File: config.mk
export PLATFORM = sky130hd
export DESIGN_NAME = dcc_top
export DESIGN_NICKNAME = d
export VERILOG_FILES = /design/src/rtl/dcc_pkg.sv /design/src/rtl/dcc_top.sv /design/src/rtl/dcc_span_reload.sv /design/src/rtl/dcc_correct.sv
export VERILOG_INCLUDE_DIRS = /design/src /design/src/rtl
export SDC_FILE = /design/constraint.sdc
export NUM_CORES = 2
export LEC_CHECK = 0
export BUFFER_PORTS_ARGS = -buffer_cell sky130_fd_sc_hd__buf_2
export CORE_MARGIN = 2
export CORE_UTILIZATION = 30
export DETAILED_ROUTE_END_ITERATION = 6
export HOLD_SLACK_MARGIN = 0.03
export PLACE_DENSITY = 0.44
export SYNTH_ARGS = -nofsm -noshare
export SYNTH_HDL_FRONTEND = slang
export SYNTH_SLANG_ARGS = --single-unit
File: constraint.sdc
create_clock -name sys_clk -period 10.67 [get_ports sys_clk]
set_input_delay 1.067 -clock sys_clk [delete_from_list [all_inputs] [get_ports sys_clk]]
set_output_delay 1.067 -clock sys_clk [all_outputs]
set_load 0.01 [all_outputs]
File: src/rtl/dcc_defs.svh
/*
 Constants of the configuration control block: register addresses, configuration
 bit positions, reset values and correction engine scaling.
 Assumes nothing of its surroundings; it holds definitions only.
*/
`ifndef DCC_DEFS_SVH
`define DCC_DEFS_SVH

// ----------------------------------------------------------------------
// Register addresses on the five-bit host address.
// ----------------------------------------------------------------------
`define DCC_ADDR_CFG 5'h00
`define DCC_ADDR_OFS_A 5'h03
`define DCC_ADDR_OFS_B 5'h04
`define DCC_ADDR_DAC_BASE 5'h08
`define DCC_ADDR_ZERO_BASE 5'h10
`define DCC_ADDR_GAIN_BASE 5'h18
`define DCC_ADDR_BANK_MASK 5'h18
`define DCC_ADDR_CH_MASK 5'h07

// ----------------------------------------------------------------------
// Configuration bit positions.
// ----------------------------------------------------------------------
`define DCC_BIT_RDBACK 15
`define DCC_BIT_LD 14
`define DCC_BIT_RST 13
`define DCC_BIT_PD_A 12
`define DCC_BIT_PD_B 11
`define DCC_BIT_SCE 10
`define DCC_BIT_RSVD 9
`define DCC_BIT_SPAN_A 8
`define DCC_BIT_SPAN_B 7

// ----------------------------------------------------------------------
// Reset values and channel range.
// ----------------------------------------------------------------------
`define DCC_CFG_RESET 16'h8000
`define DCC_GAIN_RESET 16'h8000
`define DCC_ZERO_RESET 16'h0000
`define DCC_DATA_RESET 16'h0000
`define DCC_OFS_RESET 16'h999a
`define DCC_CH_LAST 3'h7
`define DCC_NUM_CH 8

// ----------------------------------------------------------------------
// Correction scaling: unity gain code is two to the fifteenth.
// ----------------------------------------------------------------------
`define DCC_GAIN_SHIFT 15
`define DCC_CODE_MAX 16'hffff

`endif

File: src/rtl/dcc_pkg.sv
/*
 Types shared by the configuration control block.
 Assumes the constants of dcc_defs.svh for widths that matter to registers.
*/
package dcc_pkg;

    typedef logic [15:0] dcc_word_t;
    typedef logic [2:0] dcc_ch_t;

    // Stored configuration fields; the reserved bit and the reset bit are not stored.
    typedef struct packed {
        logic rdback_dac;
        logic sync_latch_update;
        logic group_a_powerdown;
        logic group_b_powerdown;
        logic correction_engine_enable;
        logic span_a;
        logic span_b;
    } dcc_cfg_s;

    // One host access from the serial front end.
    typedef struct packed {
        logic wr;
        logic rd;
        logic [4:0] addr;
        logic [15:0] wdata;
    } dcc_req_s;

    // Factory-trimmed offset codes of one group, one per span.
    typedef struct packed {
        logic [15:0] code_x6;
        logic [15:0] code_x4;
    } dcc_trim_s;

    typedef enum logic [1:0] {
        ENG_IDLE,
        ENG_MUL,
        ENG_ADD
    } dcc_eng_e;

endpackage

File: src/rtl/dcc_top.sv
/*
 Configuration control of an octal 16-bit converter: configuration register,
 channel data registers, gain and zero registers, output latches, offset reload.
 Assumes a serial front end delivering one decoded access per cycle on host_req,
 and an async load pin already synchronous to sys_clk.
*/
// What this block does
// - Readback select 0 returns input data, 1 returns converter data register.
// - With correction on, input holds host word, converter register the corrected word.
// - Configuration register resets to 8000h: readback select 1, rest 0.
// - Load pin high: sync update waits for writes and correction, then loads together.
// - Sync update reloads only latches written since last load pulse or update.
// - Sync update bit clears itself once its latch update is done.
// - Correction off: sync update loads latches at once when set.
// - Sync update bit is ignored while the load pin is low.
// - Software reset bit acts like hardware reset and reads back 0.
// - Group A power-down floats channels 0 to 3; interface stays active.
// - Group B power-down floats channels 4 to 7; interface stays active.
// - Correction on: gain and zero adjust each word before the converter register.
// - Correction off: input word copied straight to converter register, then latch.
// - Configuration bit 9 is reserved: writes ignored, reads 0.
// - Group A span change reloads offset A with the trimmed code.
// - Group A span bit: 0 gives six times reference, 1 gives four times.
// - Group B span change reloads offset B with the trimmed code.
// - Group B span bit: 0 gives six times reference, 1 gives four times.
`timescale 1ns/10ps
`include "dcc_defs.svh"

module dcc_top (
    input wire logic sys_clk,
    input wire logic nrst,
    input wire dcc_pkg::dcc_req_s host_req,
    output dcc_pkg::dcc_word_t host_rdata,
    output logic host_rvalid,
    input wire logic async_load_pin,
    input wire dcc_pkg::dcc_trim_s trim_a,
    input wire dcc_pkg::dcc_trim_s trim_b,
    output logic [7:0][15:0] dac_latch,
    output logic [7:0] output_enable,
    output logic group_a_powerdown,
    output logic group_b_powerdown,
    output logic span_a_x4,
    output logic span_b_x4,
    output dcc_pkg::dcc_word_t offset_a,
    output dcc_pkg::dcc_word_t offset_b,
    output logic correction_busy
);

    // ----------------------------------------------------------------------
    // State.
    // ----------------------------------------------------------------------
    dcc_pkg::dcc_cfg_s cfg;
    dcc_pkg::dcc_cfg_s next_cfg;
    dcc_pkg::dcc_word_t in_reg [8];
    dcc_pkg::dcc_word_t next_in_reg [8];
    dcc_pkg::dcc_word_t dac_reg [8];
    dcc_pkg::dcc_word_t next_dac_reg [8];
    dcc_pkg::dcc_word_t gain_reg [8];
    dcc_pkg::dcc_word_t next_gain_reg [8];
    dcc_pkg::dcc_word_t zero_reg [8];
    dcc_pkg::dcc_word_t next_zero_reg [8];
    logic [7:0][15:0] next_dac_latch;
    logic [7:0] accessed;
    logic [7:0] next_accessed;
    logic [7:0] pend;
    logic [7:0] next_pend;
    dcc_pkg::dcc_word_t next_offset_a;
    dcc_pkg::dcc_word_t next_offset_b;
    dcc_pkg::dcc_word_t next_host_rdata;
    logic next_host_rvalid;
    logic soft_rst;
    logic next_soft_rst;

    // ----------------------------------------------------------------------
    // Decode and engine hand-off.
    // ----------------------------------------------------------------------
    logic [4:0] bank;
    dcc_pkg::dcc_ch_t ach;
    logic eng_busy;
    logic eng_done;
    dcc_pkg::dcc_ch_t eng_done_ch;
    dcc_pkg::dcc_word_t eng_result;
    logic eng_start;
    dcc_pkg::dcc_ch_t eng_ch;
    logic fire;
    logic reload_a;
    logic reload_b;
    dcc_pkg::dcc_word_t code_a;
    dcc_pkg::dcc_word_t code_b;


    // ----------------------------------------------------------------------
    // Combinational outputs.
    // ----------------------------------------------------------------------
    assign bank = host_req.addr & `DCC_ADDR_BANK_MASK;
    assign ach = host_req.addr[2:0];
    // Busy until the engine's result has landed, so a sync update never loads a stale channel.
    assign correction_busy = eng_busy | eng_done | (|pend);
    assign group_a_powerdown = cfg.group_a_powerdown;
    assign group_b_powerdown = cfg.group_b_powerdown;
    assign span_a_x4 = cfg.span_a;
    assign span_b_x4 = cfg.span_b;

    // ----------------------------------------------------------------------
    // Output enables.
    // ----------------------------------------------------------------------
    // Output buffers float per group while powered down.
    genvar g;
    generate
        for (g = 0; g < `DCC_NUM_CH; g = g + 1) begin : gen_oe
            if (g < 4) begin : gen_a
                assign output_enable[g] = ~cfg.group_a_powerdown;
            end else begin : gen_b
                assign output_enable[g] = ~cfg.group_b_powerdown;
            end
        end
    endgenerate

    // ----------------------------------------------------------------------
    // Correction queue.
    // ----------------------------------------------------------------------
    // Lowest pending channel goes to the engine when it is idle.
    always_comb begin
        eng_ch = 3'h0;
        eng_start = 1'b0;
        for (int i = `DCC_NUM_CH - 1; i >= 0; i--) begin
            if (pend[i]) begin
                eng_ch = 3'(i);
                eng_start = ~eng_busy;
            end
        end
    end

    // ----------------------------------------------------------------------
    // Latch update.
    // ----------------------------------------------------------------------
    // Sync update fires only with the load pin high and all correction finished.
    assign fire = cfg.sync_latch_update & async_load_pin & ~correction_busy;

    // ----------------------------------------------------------------------
    // Submodules.
    // ----------------------------------------------------------------------
    dcc_correct u_correct (
        .sys_clk(sys_clk),
        .nrst(nrst),
        .clear(soft_rst),
        .start(eng_start),
        .start_ch(eng_ch),
        .data(in_reg[eng_ch]),
        .gain(gain_reg[eng_ch]),
        .zero(zero_reg[eng_ch]),
        .busy(eng_busy),
        .done(eng_done),
        .done_ch(eng_done_ch),
        .result(eng_result)
    );

    dcc_span_reload u_span_a (
        .sys_clk(sys_clk),
        .nrst(nrst),
        .clear(soft_rst),
        .span(cfg.span_a),
        .trim(trim_a),
        .reload(reload_a),
        .code(code_a)
    );

    dcc_span_reload u_span_b (
        .sys_clk(sys_clk),
        .nrst(nrst),
        .clear(soft_rst),
        .span(cfg.span_b),
        .trim(trim_b),
        .reload(reload_b),
        .code(code_b)
    );

    // ----------------------------------------------------------------------
    // Next-state logic.
    // ----------------------------------------------------------------------
    always_comb begin
        next_cfg = cfg;
        next_in_reg = in_reg;
        next_dac_reg = dac_reg;
        next_gain_reg = gain_reg;
        next_zero_reg = zero_reg;
        next_dac_latch = dac_latch;
        next_accessed = accessed;
        next_pend = pend;
        next_offset_a = offset_a;
        next_offset_b = offset_b;
        next_host_rdata = host_rdata;
        next_host_rvalid = host_req.rd;
        next_soft_rst = 1'b0;

        // Load pin low transfers every written channel and clears its mark.
        for (int i = 0; i < `DCC_NUM_CH; i++) begin
            if (!async_load_pin && accessed[i]) begin
                next_dac_latch[i] = dac_reg[i];
                next_accessed[i] = 1'b0;
            end
        end

        // Sync update loads only written channels, then the bit clears.
        if (fire) begin
            for (int i = 0; i < `DCC_NUM_CH; i++) begin
                if (accessed[i]) begin
                    next_dac_latch[i] = dac_reg[i];
                    next_accessed[i] = 1'b0;
                end
            end
            next_cfg.sync_latch_update = 1'b0;
        end

        if (eng_start) begin
            next_pend[eng_ch] = 1'b0;
        end

        // Corrected result lands in the converter register and marks the channel.
        if (eng_done) begin
            next_dac_reg[eng_done_ch] = eng_result;
            next_accessed[eng_done_ch] = 1'b1;
        end

        if (reload_a) begin
            next_offset_a = code_a;
        end
        if (reload_b) begin
            next_offset_b = code_b;
        end

        // Host writes; later assignments win so fresh marks are not lost.
        if (host_req.wr) begin
            if (host_req.addr == `DCC_ADDR_CFG) begin
                next_cfg.rdback_dac = host_req.wdata[`DCC_BIT_RDBACK];
                next_cfg.sync_latch_update = host_req.wdata[`DCC_BIT_LD] & async_load_pin;
                next_cfg.group_a_powerdown = host_req.wdata[`DCC_BIT_PD_A];
                next_cfg.group_b_powerdown = host_req.wdata[`DCC_BIT_PD_B];
                next_cfg.correction_engine_enable = host_req.wdata[`DCC_BIT_SCE];
                next_cfg.span_a = host_req.wdata[`DCC_BIT_SPAN_A];
                next_cfg.span_b = host_req.wdata[`DCC_BIT_SPAN_B];
                next_soft_rst = host_req.wdata[`DCC_BIT_RST];
            end else if (host_req.addr == `DCC_ADDR_OFS_A) begin
                next_offset_a = host_req.wdata;
            end else if (host_req.addr == `DCC_ADDR_OFS_B) begin
                next_offset_b = host_req.wdata;
            end else if (bank == `DCC_ADDR_DAC_BASE) begin
                next_in_reg[ach] = host_req.wdata;
                if (cfg.correction_engine_enable) begin
                    next_pend[ach] = 1'b1;
                end else begin
                    next_dac_reg[ach] = host_req.wdata;
                    next_accessed[ach] = 1'b1;
                end
            end else if (bank == `DCC_ADDR_ZERO_BASE) begin
                next_zero_reg[ach] = host_req.wdata;
            end else if (bank == `DCC_ADDR_GAIN_BASE) begin
                next_gain_reg[ach] = host_req.wdata;
            end
        end

        // Host reads; unmapped addresses answer zero.
        if (host_req.rd) begin
            next_host_rdata = 16'h0000;
            if (host_req.addr == `DCC_ADDR_CFG) begin
                next_host_rdata[`DCC_BIT_RDBACK] = cfg.rdback_dac;
                next_host_rdata[`DCC_BIT_LD] = cfg.sync_latch_update;
                next_host_rdata[`DCC_BIT_RST] = 1'b0;
                next_host_rdata[`DCC_BIT_PD_A] = cfg.group_a_powerdown;
                next_host_rdata[`DCC_BIT_PD_B] = cfg.group_b_powerdown;
                next_host_rdata[`DCC_BIT_SCE] = cfg.correction_engine_enable;
                next_host_rdata[`DCC_BIT_RSVD] = 1'b0;
                next_host_rdata[`DCC_BIT_SPAN_A] = cfg.span_a;
                next_host_rdata[`DCC_BIT_SPAN_B] = cfg.span_b;
            end else if (host_req.addr == `DCC_ADDR_OFS_A) begin
                next_host_rdata = offset_a;
            end else if (host_req.addr == `DCC_ADDR_OFS_B) begin
                next_host_rdata = offset_b;
            end else if (bank == `DCC_ADDR_DAC_BASE) begin
                next_host_rdata = cfg.rdback_dac ? dac_reg[ach] : in_reg[ach];
            end else if (bank == `DCC_ADDR_ZERO_BASE) begin
                next_host_rdata = zero_reg[ach];
            end else if (bank == `DCC_ADDR_GAIN_BASE) begin
                next_host_rdata = gain_reg[ach];
            end
        end

        // Software reset returns every register to its power-on value.
        if (soft_rst) begin
            next_cfg = dcc_pkg::dcc_cfg_s'({1'b1, 6'h00});
            next_accessed = 8'h00;
            next_pend = 8'h00;
            next_offset_a = `DCC_OFS_RESET;
            next_offset_b = `DCC_OFS_RESET;
            next_host_rdata = 16'h0000;
            next_host_rvalid = 1'b0;
            for (int i = 0; i < `DCC_NUM_CH; i++) begin
                next_in_reg[i] = `DCC_DATA_RESET;
                next_dac_reg[i] = `DCC_DATA_RESET;
                next_dac_latch[i] = `DCC_DATA_RESET;
                next_gain_reg[i] = `DCC_GAIN_RESET;
                next_zero_reg[i] = `DCC_ZERO_RESET;
            end
        end
    end

    // ----------------------------------------------------------------------
    // Registers.
    // ----------------------------------------------------------------------
    always_ff @(posedge sys_clk or negedge nrst) begin
        if (!nrst) begin
            cfg <= dcc_pkg::dcc_cfg_s'({1'b1, 6'h00});
            accessed <= 8'h00;
            pend <= 8'h00;
            offset_a <= `DCC_OFS_RESET;
            offset_b <= `DCC_OFS_RESET;
            host_rdata <= 16'h0000;
            host_rvalid <= 1'b0;
            soft_rst <= 1'b0;
            for (int i = 0; i < `DCC_NUM_CH; i++) begin
                in_reg[i] <= `DCC_DATA_RESET;
                dac_reg[i] <= `DCC_DATA_RESET;
                dac_latch[i] <= `DCC_DATA_RESET;
                gain_reg[i] <= `DCC_GAIN_RESET;
                zero_reg[i] <= `DCC_ZERO_RESET;
            end
        end else begin
            cfg <= next_cfg;
            accessed <= next_accessed;
            pend <= next_pend;
            offset_a <= next_offset_a;
            offset_b <= next_offset_b;
            host_rdata <= next_host_rdata;
            host_rvalid <= next_host_rvalid;
            soft_rst <= next_soft_rst;
            in_reg <= next_in_reg;
            dac_reg <= next_dac_reg;
            dac_latch <= next_dac_latch;
            gain_reg <= next_gain_reg;
            zero_reg <= next_zero_reg;
        end
    end

endmodule

File: src/rtl/dcc_span_reload.sv
/*
 Span change detector of one channel group: emits a one-cycle reload pulse with
 the trimmed offset code whenever the span bit takes a new value, except while clear is high.
 Assumes the trim codes are static and clear is a synchronous soft reset.
*/
`timescale 1ns/10ps
`include "dcc_defs.svh"

module dcc_span_reload (
    input wire logic sys_clk,
    input wire logic nrst,
    input wire logic clear,
    input wire logic span,
    input wire dcc_pkg::dcc_trim_s trim,
    output logic reload,
    output dcc_pkg::dcc_word_t code
);

    logic span_seen;
    logic next_span_seen;
    logic next_reload;
    dcc_pkg::dcc_word_t next_code;

    always_comb begin
        next_span_seen = span;
        next_reload = 1'b0;
        next_code = code;
        if (clear) begin
            next_span_seen = 1'b0;
        end else if (span != span_seen) begin
            next_reload = 1'b1;
            next_code = span ? trim.code_x4 : trim.code_x6;
        end
    end

    always_ff @(posedge sys_clk or negedge nrst) begin
        if (!nrst) begin
            span_seen <= 1'b0;
            reload <= 1'b0;
            code <= `DCC_OFS_RESET;
        end else begin
            span_seen <= next_span_seen;
            reload <= next_reload;
            code <= next_code;
        end
    end

endmodule

File: src/rtl/dcc_correct.sv
/*
 Gain and zero correction engine: result = input * gain / 32768 + zero,
 clamped to the code range. Three cycles from start to done.
 Assumes start is only given while busy is low.
*/
`timescale 1ns/10ps
`include "dcc_defs.svh"

module dcc_correct (
    input wire logic sys_clk,
    input wire logic nrst,
    input wire logic clear,
    input wire logic start,
    input wire dcc_pkg::dcc_ch_t start_ch,
    input wire dcc_pkg::dcc_word_t data,
    input wire dcc_pkg::dcc_word_t gain,
    input wire dcc_pkg::dcc_word_t zero,
    output logic busy,
    output logic done,
    output dcc_pkg::dcc_ch_t done_ch,
    output dcc_pkg::dcc_word_t result
);

    dcc_pkg::dcc_eng_e state;
    dcc_pkg::dcc_eng_e next_state;
    logic [31:0] product;
    logic [31:0] next_product;
    dcc_pkg::dcc_word_t zero_hold;
    dcc_pkg::dcc_word_t next_zero_hold;
    dcc_pkg::dcc_ch_t next_done_ch;
    dcc_pkg::dcc_word_t next_result;
    logic next_done;
    logic signed [18:0] sum;

    assign busy = (state != dcc_pkg::ENG_IDLE);
    assign sum = $signed({2'b00, product[31:`DCC_GAIN_SHIFT]}) + $signed({{3{zero_hold[15]}}, zero_hold});

    always_comb begin
        next_state = state;
        next_product = product;
        next_zero_hold = zero_hold;
        next_done_ch = done_ch;
        next_result = result;
        next_done = 1'b0;
        case (state)
            dcc_pkg::ENG_IDLE: begin
                if (start) begin
                    next_product = {16'h0000, data} * {16'h0000, gain};
                    next_zero_hold = zero;
                    next_done_ch = start_ch;
                    next_state = dcc_pkg::ENG_MUL;
                end
            end
            dcc_pkg::ENG_MUL: begin
                next_state = dcc_pkg::ENG_ADD;
            end
            dcc_pkg::ENG_ADD: begin
                if (sum < 0) begin
                    next_result = `DCC_DATA_RESET;
                end else if (|sum[17:16]) begin
                    next_result = `DCC_CODE_MAX;
                end else begin
                    next_result = sum[15:0];
                end
                next_done = 1'b1;
                next_state = dcc_pkg::ENG_IDLE;
            end
            default: begin
                next_state = dcc_pkg::ENG_IDLE;
            end
        endcase
        if (clear) begin
            next_state = dcc_pkg::ENG_IDLE;
            next_done = 1'b0;
        end
    end

    always_ff @(posedge sys_clk or negedge nrst) begin
        if (!nrst) begin
            state <= dcc_pkg::ENG_IDLE;
            product <= 32'h0000_0000;
            zero_hold <= `DCC_ZERO_RESET;
            done_ch <= 3'h0;
            result <= `DCC_DATA_RESET;
            done <= 1'b0;
        end else begin
            state <= next_state;
            product <= next_product;
            zero_hold <= next_zero_hold;
            done_ch <= next_done_ch;
            result <= next_result;
            done <= next_done;
        end
    end

endmodule

; ---- Word-level counts from Yosys, hierarchy flattened
; Index checks and enable logic that the tools add are counted.
[totals]
inputBits = 90
wordCells = 320
output_inout_bits = 190
regBits = 819
[classes]
reduce_logical = 32
bitwise = 18
eq_ne = 15
magnitude_cmp = 12
addsub = 1
n_mux = 175
n_mul = 1
[ops]
columns = op, n
row1 = two-way mux 128 bit, 31
row2 = two-way mux 16 bit, 55
row3 = bitwise mux 128 bit, 5
row4 = binary-select mux 16 bit (select 3 bit), 7
row5 = two-way mux 8 bit, 17
row6 = demux 16 bit (select 3 bit), 2
row7 = two-way mux 1 bit, 39
row8 = multiplier 16 x 16 -> 32 bit, 1
row9 = two-way mux 7 bit, 4
row10 = two-way mux 3 bit, 8
row11 = bitwise OR 8 bit, 3
row12 = adder 18 x 16 -> 19 bit, 1
row13 = "< comparator 19 x 1 -> 1 bit, second input constant", 1
row14 = nonzero test 2 bit, 7
row15 = logical AND 1 bit, 13
row16 = ">= comparator 4 bit, second input constant", 3
row17 = "< comparator 3 x 4 -> 1 bit, second input constant", 3
row18 = NOT 3 -> 4 bit, 3
row19 = "inequality test 2 bit, second input constant", 5
row20 = demux 1 bit (select 3 bit), 3
row21 = ">= comparator 3 x 1 -> 1 bit, second input constant", 3
row22 = two-way mux 9 bit, 1
row23 = bitwise AND 8 bit, 1
row24 = "< comparator 4 x 1 -> 1 bit, second input constant", 2
row25 = other kinds (21), 36

; ---- Depth between registers and ports, before layout
[logic_depth]
depth_word = 23
mapped_depth = 36
ltp_nobuf = 31

; ---- Cells and area by module
; Synthesis repeated with hierarchy kept, for this count alone.
[hier_totals]
hier_cells = 5902
hier_area_um2 = 52212.6
[by_module_without_submodules]
columns = module, cells_per_inst, seq_area_each_um2, instances, area_per_inst_um2
row1 = dcc_top, 4377, 17873.4, 1, 38456.9
row2 = dcc_correct, 1285, 1376.3, 1, 11405.9
row3 = dcc_span_reload, 120, 460.4, 2, 1174.9

; ---- Worst setup path after synthesis
; Ideal clock, no wire load.
[synth_timing]
kind = register -> register
from = reg pend[2]
to = reg u_correct.product[25]
path_slack_ns = 2.955
path_buffers = 5
t_arrival_ns = 7.579
required_time_ns = 10.535
stages_incl_launch_ff = 34
setup_time_ns = 0.135
synth_period_minus_slack_ns = 7.715
path_cell_list = dfrtp_1 -> clkbuf_2 -> nor2_1 -> o31a_1 -> or2_1 -> buf_2 -> clkbuf_1 -> buf_1 -> nand2_1 -> nand3_1 -> nand2_1 -> a222oi_1 -> clkbuf_1 -> nand2_1 -> fa_1 -> fa_1 -> inv_1 -> fa_1 -> fa_1 -> fa_1 -> inv_1 -> fa_1 -> inv_1 -> ha_1 -> a21o_1 -> a31oi_1 -> a21oi_1 -> nor2b_1 -> nor2_1 -> a21boi_0 -> a21oi_1 -> o21a_1 -> o21ai_0 -> o311ai_1
[synth_between]
elab_chain_len = 8
word_cells_on_any_way = 15
cone_classes = mul (1) / mux (12) / bitwise (1) / reduce/logical (1)
[synth_rtl]
columns = item, line
row1 = start: declaration, dcc_top.sv:65  ; logic [7:0] pend;
row2 = start signal: assignment, dcc_top.sv:330  ; pend <= next_pend;
row3 = two-way mux 3 bit (3 in a row), dcc_top.sv:127  ; if (pend[i]) begin
row4 = NOT 3 -> 4 bit (not written as such), "dcc_top.sv:149, dcc_top.sv:150"
row5 = binary-select mux 16 bit (select 3 bit) (on tied branches), "dcc_top.sv:149, dcc_top.sv:150"
row6 = two-way mux 16 bit (on tied branches) (2 in a row), "dcc_top.sv:149, dcc_top.sv:150"
row7 = multiplier 16 x 16 -> 32 bit, dcc_correct.sv:48  ; next_product = {16'h0000, data} * {16'h0000, gain};
row8 = end signal: assignment, dcc_correct.sv:88  ; product <= next_product;
row9 = end: declaration, dcc_correct.sv:26  ; logic [31:0] product;
; Parallel ways exist; a longest one is shown, timed or not. The select of a mux whose other input is x is not followed.
; A chain may end at the register's enable or synchronous reset.

; ---- Worst setup path in the final report
[layout_timing]
from = reg pend[3]
to = reg u_correct.product[31]
[layout_between]
elab_chain_len = 9
word_cells_on_any_way = 17
cone_classes = mul (1) / mux (14) / bitwise (1) / reduce/logical (1)
[layout_rtl]
columns = item, line
row1 = two-way mux 3 bit (4 in a row), dcc_top.sv:127
row2 = NOT 3 -> 4 bit (not written as such), "dcc_top.sv:149, dcc_top.sv:150"
row3 = binary-select mux 16 bit (select 3 bit) (on tied branches), "dcc_top.sv:149, dcc_top.sv:150"
row4 = two-way mux 16 bit (on tied branches) (2 in a row), "dcc_top.sv:149, dcc_top.sv:150"
row5 = multiplier 16 x 16 -> 32 bit, dcc_correct.sv:48
; Parallel ways exist; a longest one is shown, timed or not. The select of a mux whose other input is x is not followed.

==> results.yml <==
floorplanning:
  placeableCoreArea_sq_um: 165000
  die_x_um: 412
  start_util_pct: 30.2
  io_pins: 280
  rows: 149
  dieArea_sq_um: 170000
  die-height_um: 412
sta:
  skew_ps: 54.1
  setup_tns_ps: 0
  grt_setup_unrepaired: "no"
  drv_slew: 0
  slew-limit-headroom_pct: 8.28
  setup_viol: 0
  hold_viol_final: 0
  fmax_mhz: 110
  worst_slew_pin_slew_ps: 1380
  period_minus_slack_ps: 9060
  period_share_pct: 84.9
logic_synthesis:
  ys_warn_count: 0
  synth-seq-cells: 804
  yosysTopAreaCell: "dfrtp_1"
  synth_top_area_share_pct: 38.2
  synth_most_common_cell: "nand2_1"
  yosysSeqAreaShare_pct: 40.4
  synth_flop_cell: "dfrtp_1"
  netlist_area_sq_um: 49900
  synth_top_cells_by_count: "nand2_1 (1491), dfrtp_1 (763), a21oi_1 (673)"
  ys_top_cells_by_area: "dfrtp_1 (38%), nand2_1 (11%), fa_1 (7.8%), a21oi_1 (6.7%), mux2i_1 (6.5%)"
  syn-num-nets: 6145
  avgSynthCellArea_sq_um: 8.70
  synth-edff-count: 0
  ys_types: 76
  syn-instance-count: 5742
  async_reset_ff_share_pct: 100
clock_network:
  cts_hold_buf: 0
  max-clock-path-buffers: 3
  post_cts_resize_count: 0
  ctsHtreeMaxLevel: 3
  numCtsBuffers: 98
  cts_root_buf: "clkbuf_16"
  path_clk_slew_ps: 50
  cts_tree: "done"
  cts_sinks: 804
  post-cts-setup-buffers: 0
  clkLatencyLatePin_ps: 740
final_layout:
  final_nets: 6165
  area_growth_pct: 13.9
  drive_gt1_share_pct: 12.9
critical_path:
  worst_ep_arrival_time_ps: 9640
  critPathKind: "flip-flop to flip-flop"
  slowest_delay_ps: 1090
  r2r_setup_slack_ps: 1610
  r2r_cells: 25
  r2r_start: "pend[3]"
  cp-end-kind: "flip-flop"
  r2r_end: "u_correct.product[31]"
  worst_ep_required_time_ps: 11250
  worstPathMaxFanout: 30
  startpoint_type: "flip-flop"
  slowest_stage: "a221oi_2"
  cp_common_cell: "fa_1"
drt:
  routed_wl_mm: 216
  dr_total_vias: 44000
  drtIter0Drc: 4687
  drc: 0
  antenna_left: 0
  drt-pass1-iter-count: 7
  wire_per_inst_um: 26.9
  routed_via_density: 5.48
grt:
  grt_max_degree: 199
  antenna_found_initial: 9
  grtUsageTotal_pct: 25.0
  overflow: 0
  grt_pass1_vias: 43800
  grt_pass1_wl_mm: 315
worst_hold_path:
  hold_class: "primary input to asynchronous set/reset pin"
status:
  status: "completed"
place:
  port-buffer-count: 279
  gp_congestion: 0.878
  dp_hpwl_mm: 145
flow_run:
  drv_cap: 0
==> cell type report <==
class	instances	area (sq um)
repair buffers	405	2440
multi-input cells	4224	27300
flip-flops and latches	804	20200
diodes	3	7.51
clock inverters	29	372
inverters	229	860
clock buffers	152	2930
fillers	17200	108000
well taps	2189	2740
==> layer usage <==
layer	up-vias	part of all wire [%]	track usage, %
li1	19500	-	-
met5	-	0.013	0
met2	1873	45	39.1
met3	331	8.2	5.10
met4	4	3.0	7.27
met1	22300	44	35.0
==> kinds of logic (layout without fill, tap and decap cells) <==
kind of cell / Yosys count / count (layout) / share of synthesized area (%)
flip-flops: 804 / 804 / 40.4
multiplexers: 401 / 401 / 9.23
other: 0 / 3 / 0
AND/OR/NAND/NOR: 2185 / 2185 / 18.1
adder cells (fa/ha/maj): 313 / 313 / 10.8
AO/OA/AOI/OAI: 1296 / 1296 / 15.6
buffers and inverters: 714 / 815 / 5.46
XOR/XNOR: 29 / 29 / 0.509
==> layout by cell type (no fill, tap or decap), types with 128 or more instances in the layout <==
| cell | synthesis | layout |
|---|---|---|
| a21oi_1 | 673 | 673 |
| nor2_1 | 315 | 286 |
| mux2i_1 | 323 | 323 |
| and2_1 | 128 | 128 |
| fa_1 | 194 | 194 |
| a211oi_1 | 164 | 164 |
| dfrtp_1 | 763 | 762 |
| inv_1 | 229 | 229 |
| nand2_1 | 1491 | 1489 |
| buf_2 | 18 | 275 |
==> worst max-delay path by stage <==
| stage | start | depth (start not counted) | to | slack [ps] |
|---|---|---|---|---|
| 2_1_floorplan | pend[2] | 33 | u_correct.product[25] | 2960 |
| 3_3_place_gp | pend[3] | 28 | u_correct.product[31] | 1710 |
| 3_5_place_dp | pend[3] | 28 | u_correct.product[31] | 1550 |
| 4_1_cts | pend[3] | 28 | u_correct.product[31] | 1530 |
| 5_1_grt | pend[3] | 28 | u_correct.product[31] | 980 |
| 6_report | pend[3] | 25 | u_correct.product[31] | 1610 |
==> through the flow <==
step / utilization, % / hold WS [ps] / cells / area (sq um) / setup slack, ps
6_report: 34.4 / 386 / 8035 / 56900 / 1610
2_1_floorplan: - / 453 / 5742 / 49900 / 2960
3_5_place_dp: 32.4 / 473 / 7851 / 53600 / 1550
3_3_place_gp: 32.4 / 470 / 7851 / 53600 / 1710
4_1_cts: 34.4 / 394 / 8032 / 56800 / 1530
5_1_grt: 34.4 / 442 / 8033 / 56900 / 980
==> worst max-delay path, delay by kind of cell, from the launching register on <==
kind / cells / cell delay (ps)
DFF: 1 / 430
xor gates and xnor gates: 1 / 140
AOI/OAI and AO/OA: 8 / 2510
adders and majority gates: 7 / 3390
muxes: 1 / 130
buffers and inverters: 2 / 470
and+or+nand+nor: 6 / 1840
Power is not shown: default switching activity piles up to over one toggle a cycle in this logic, so the estimate is an artifact.
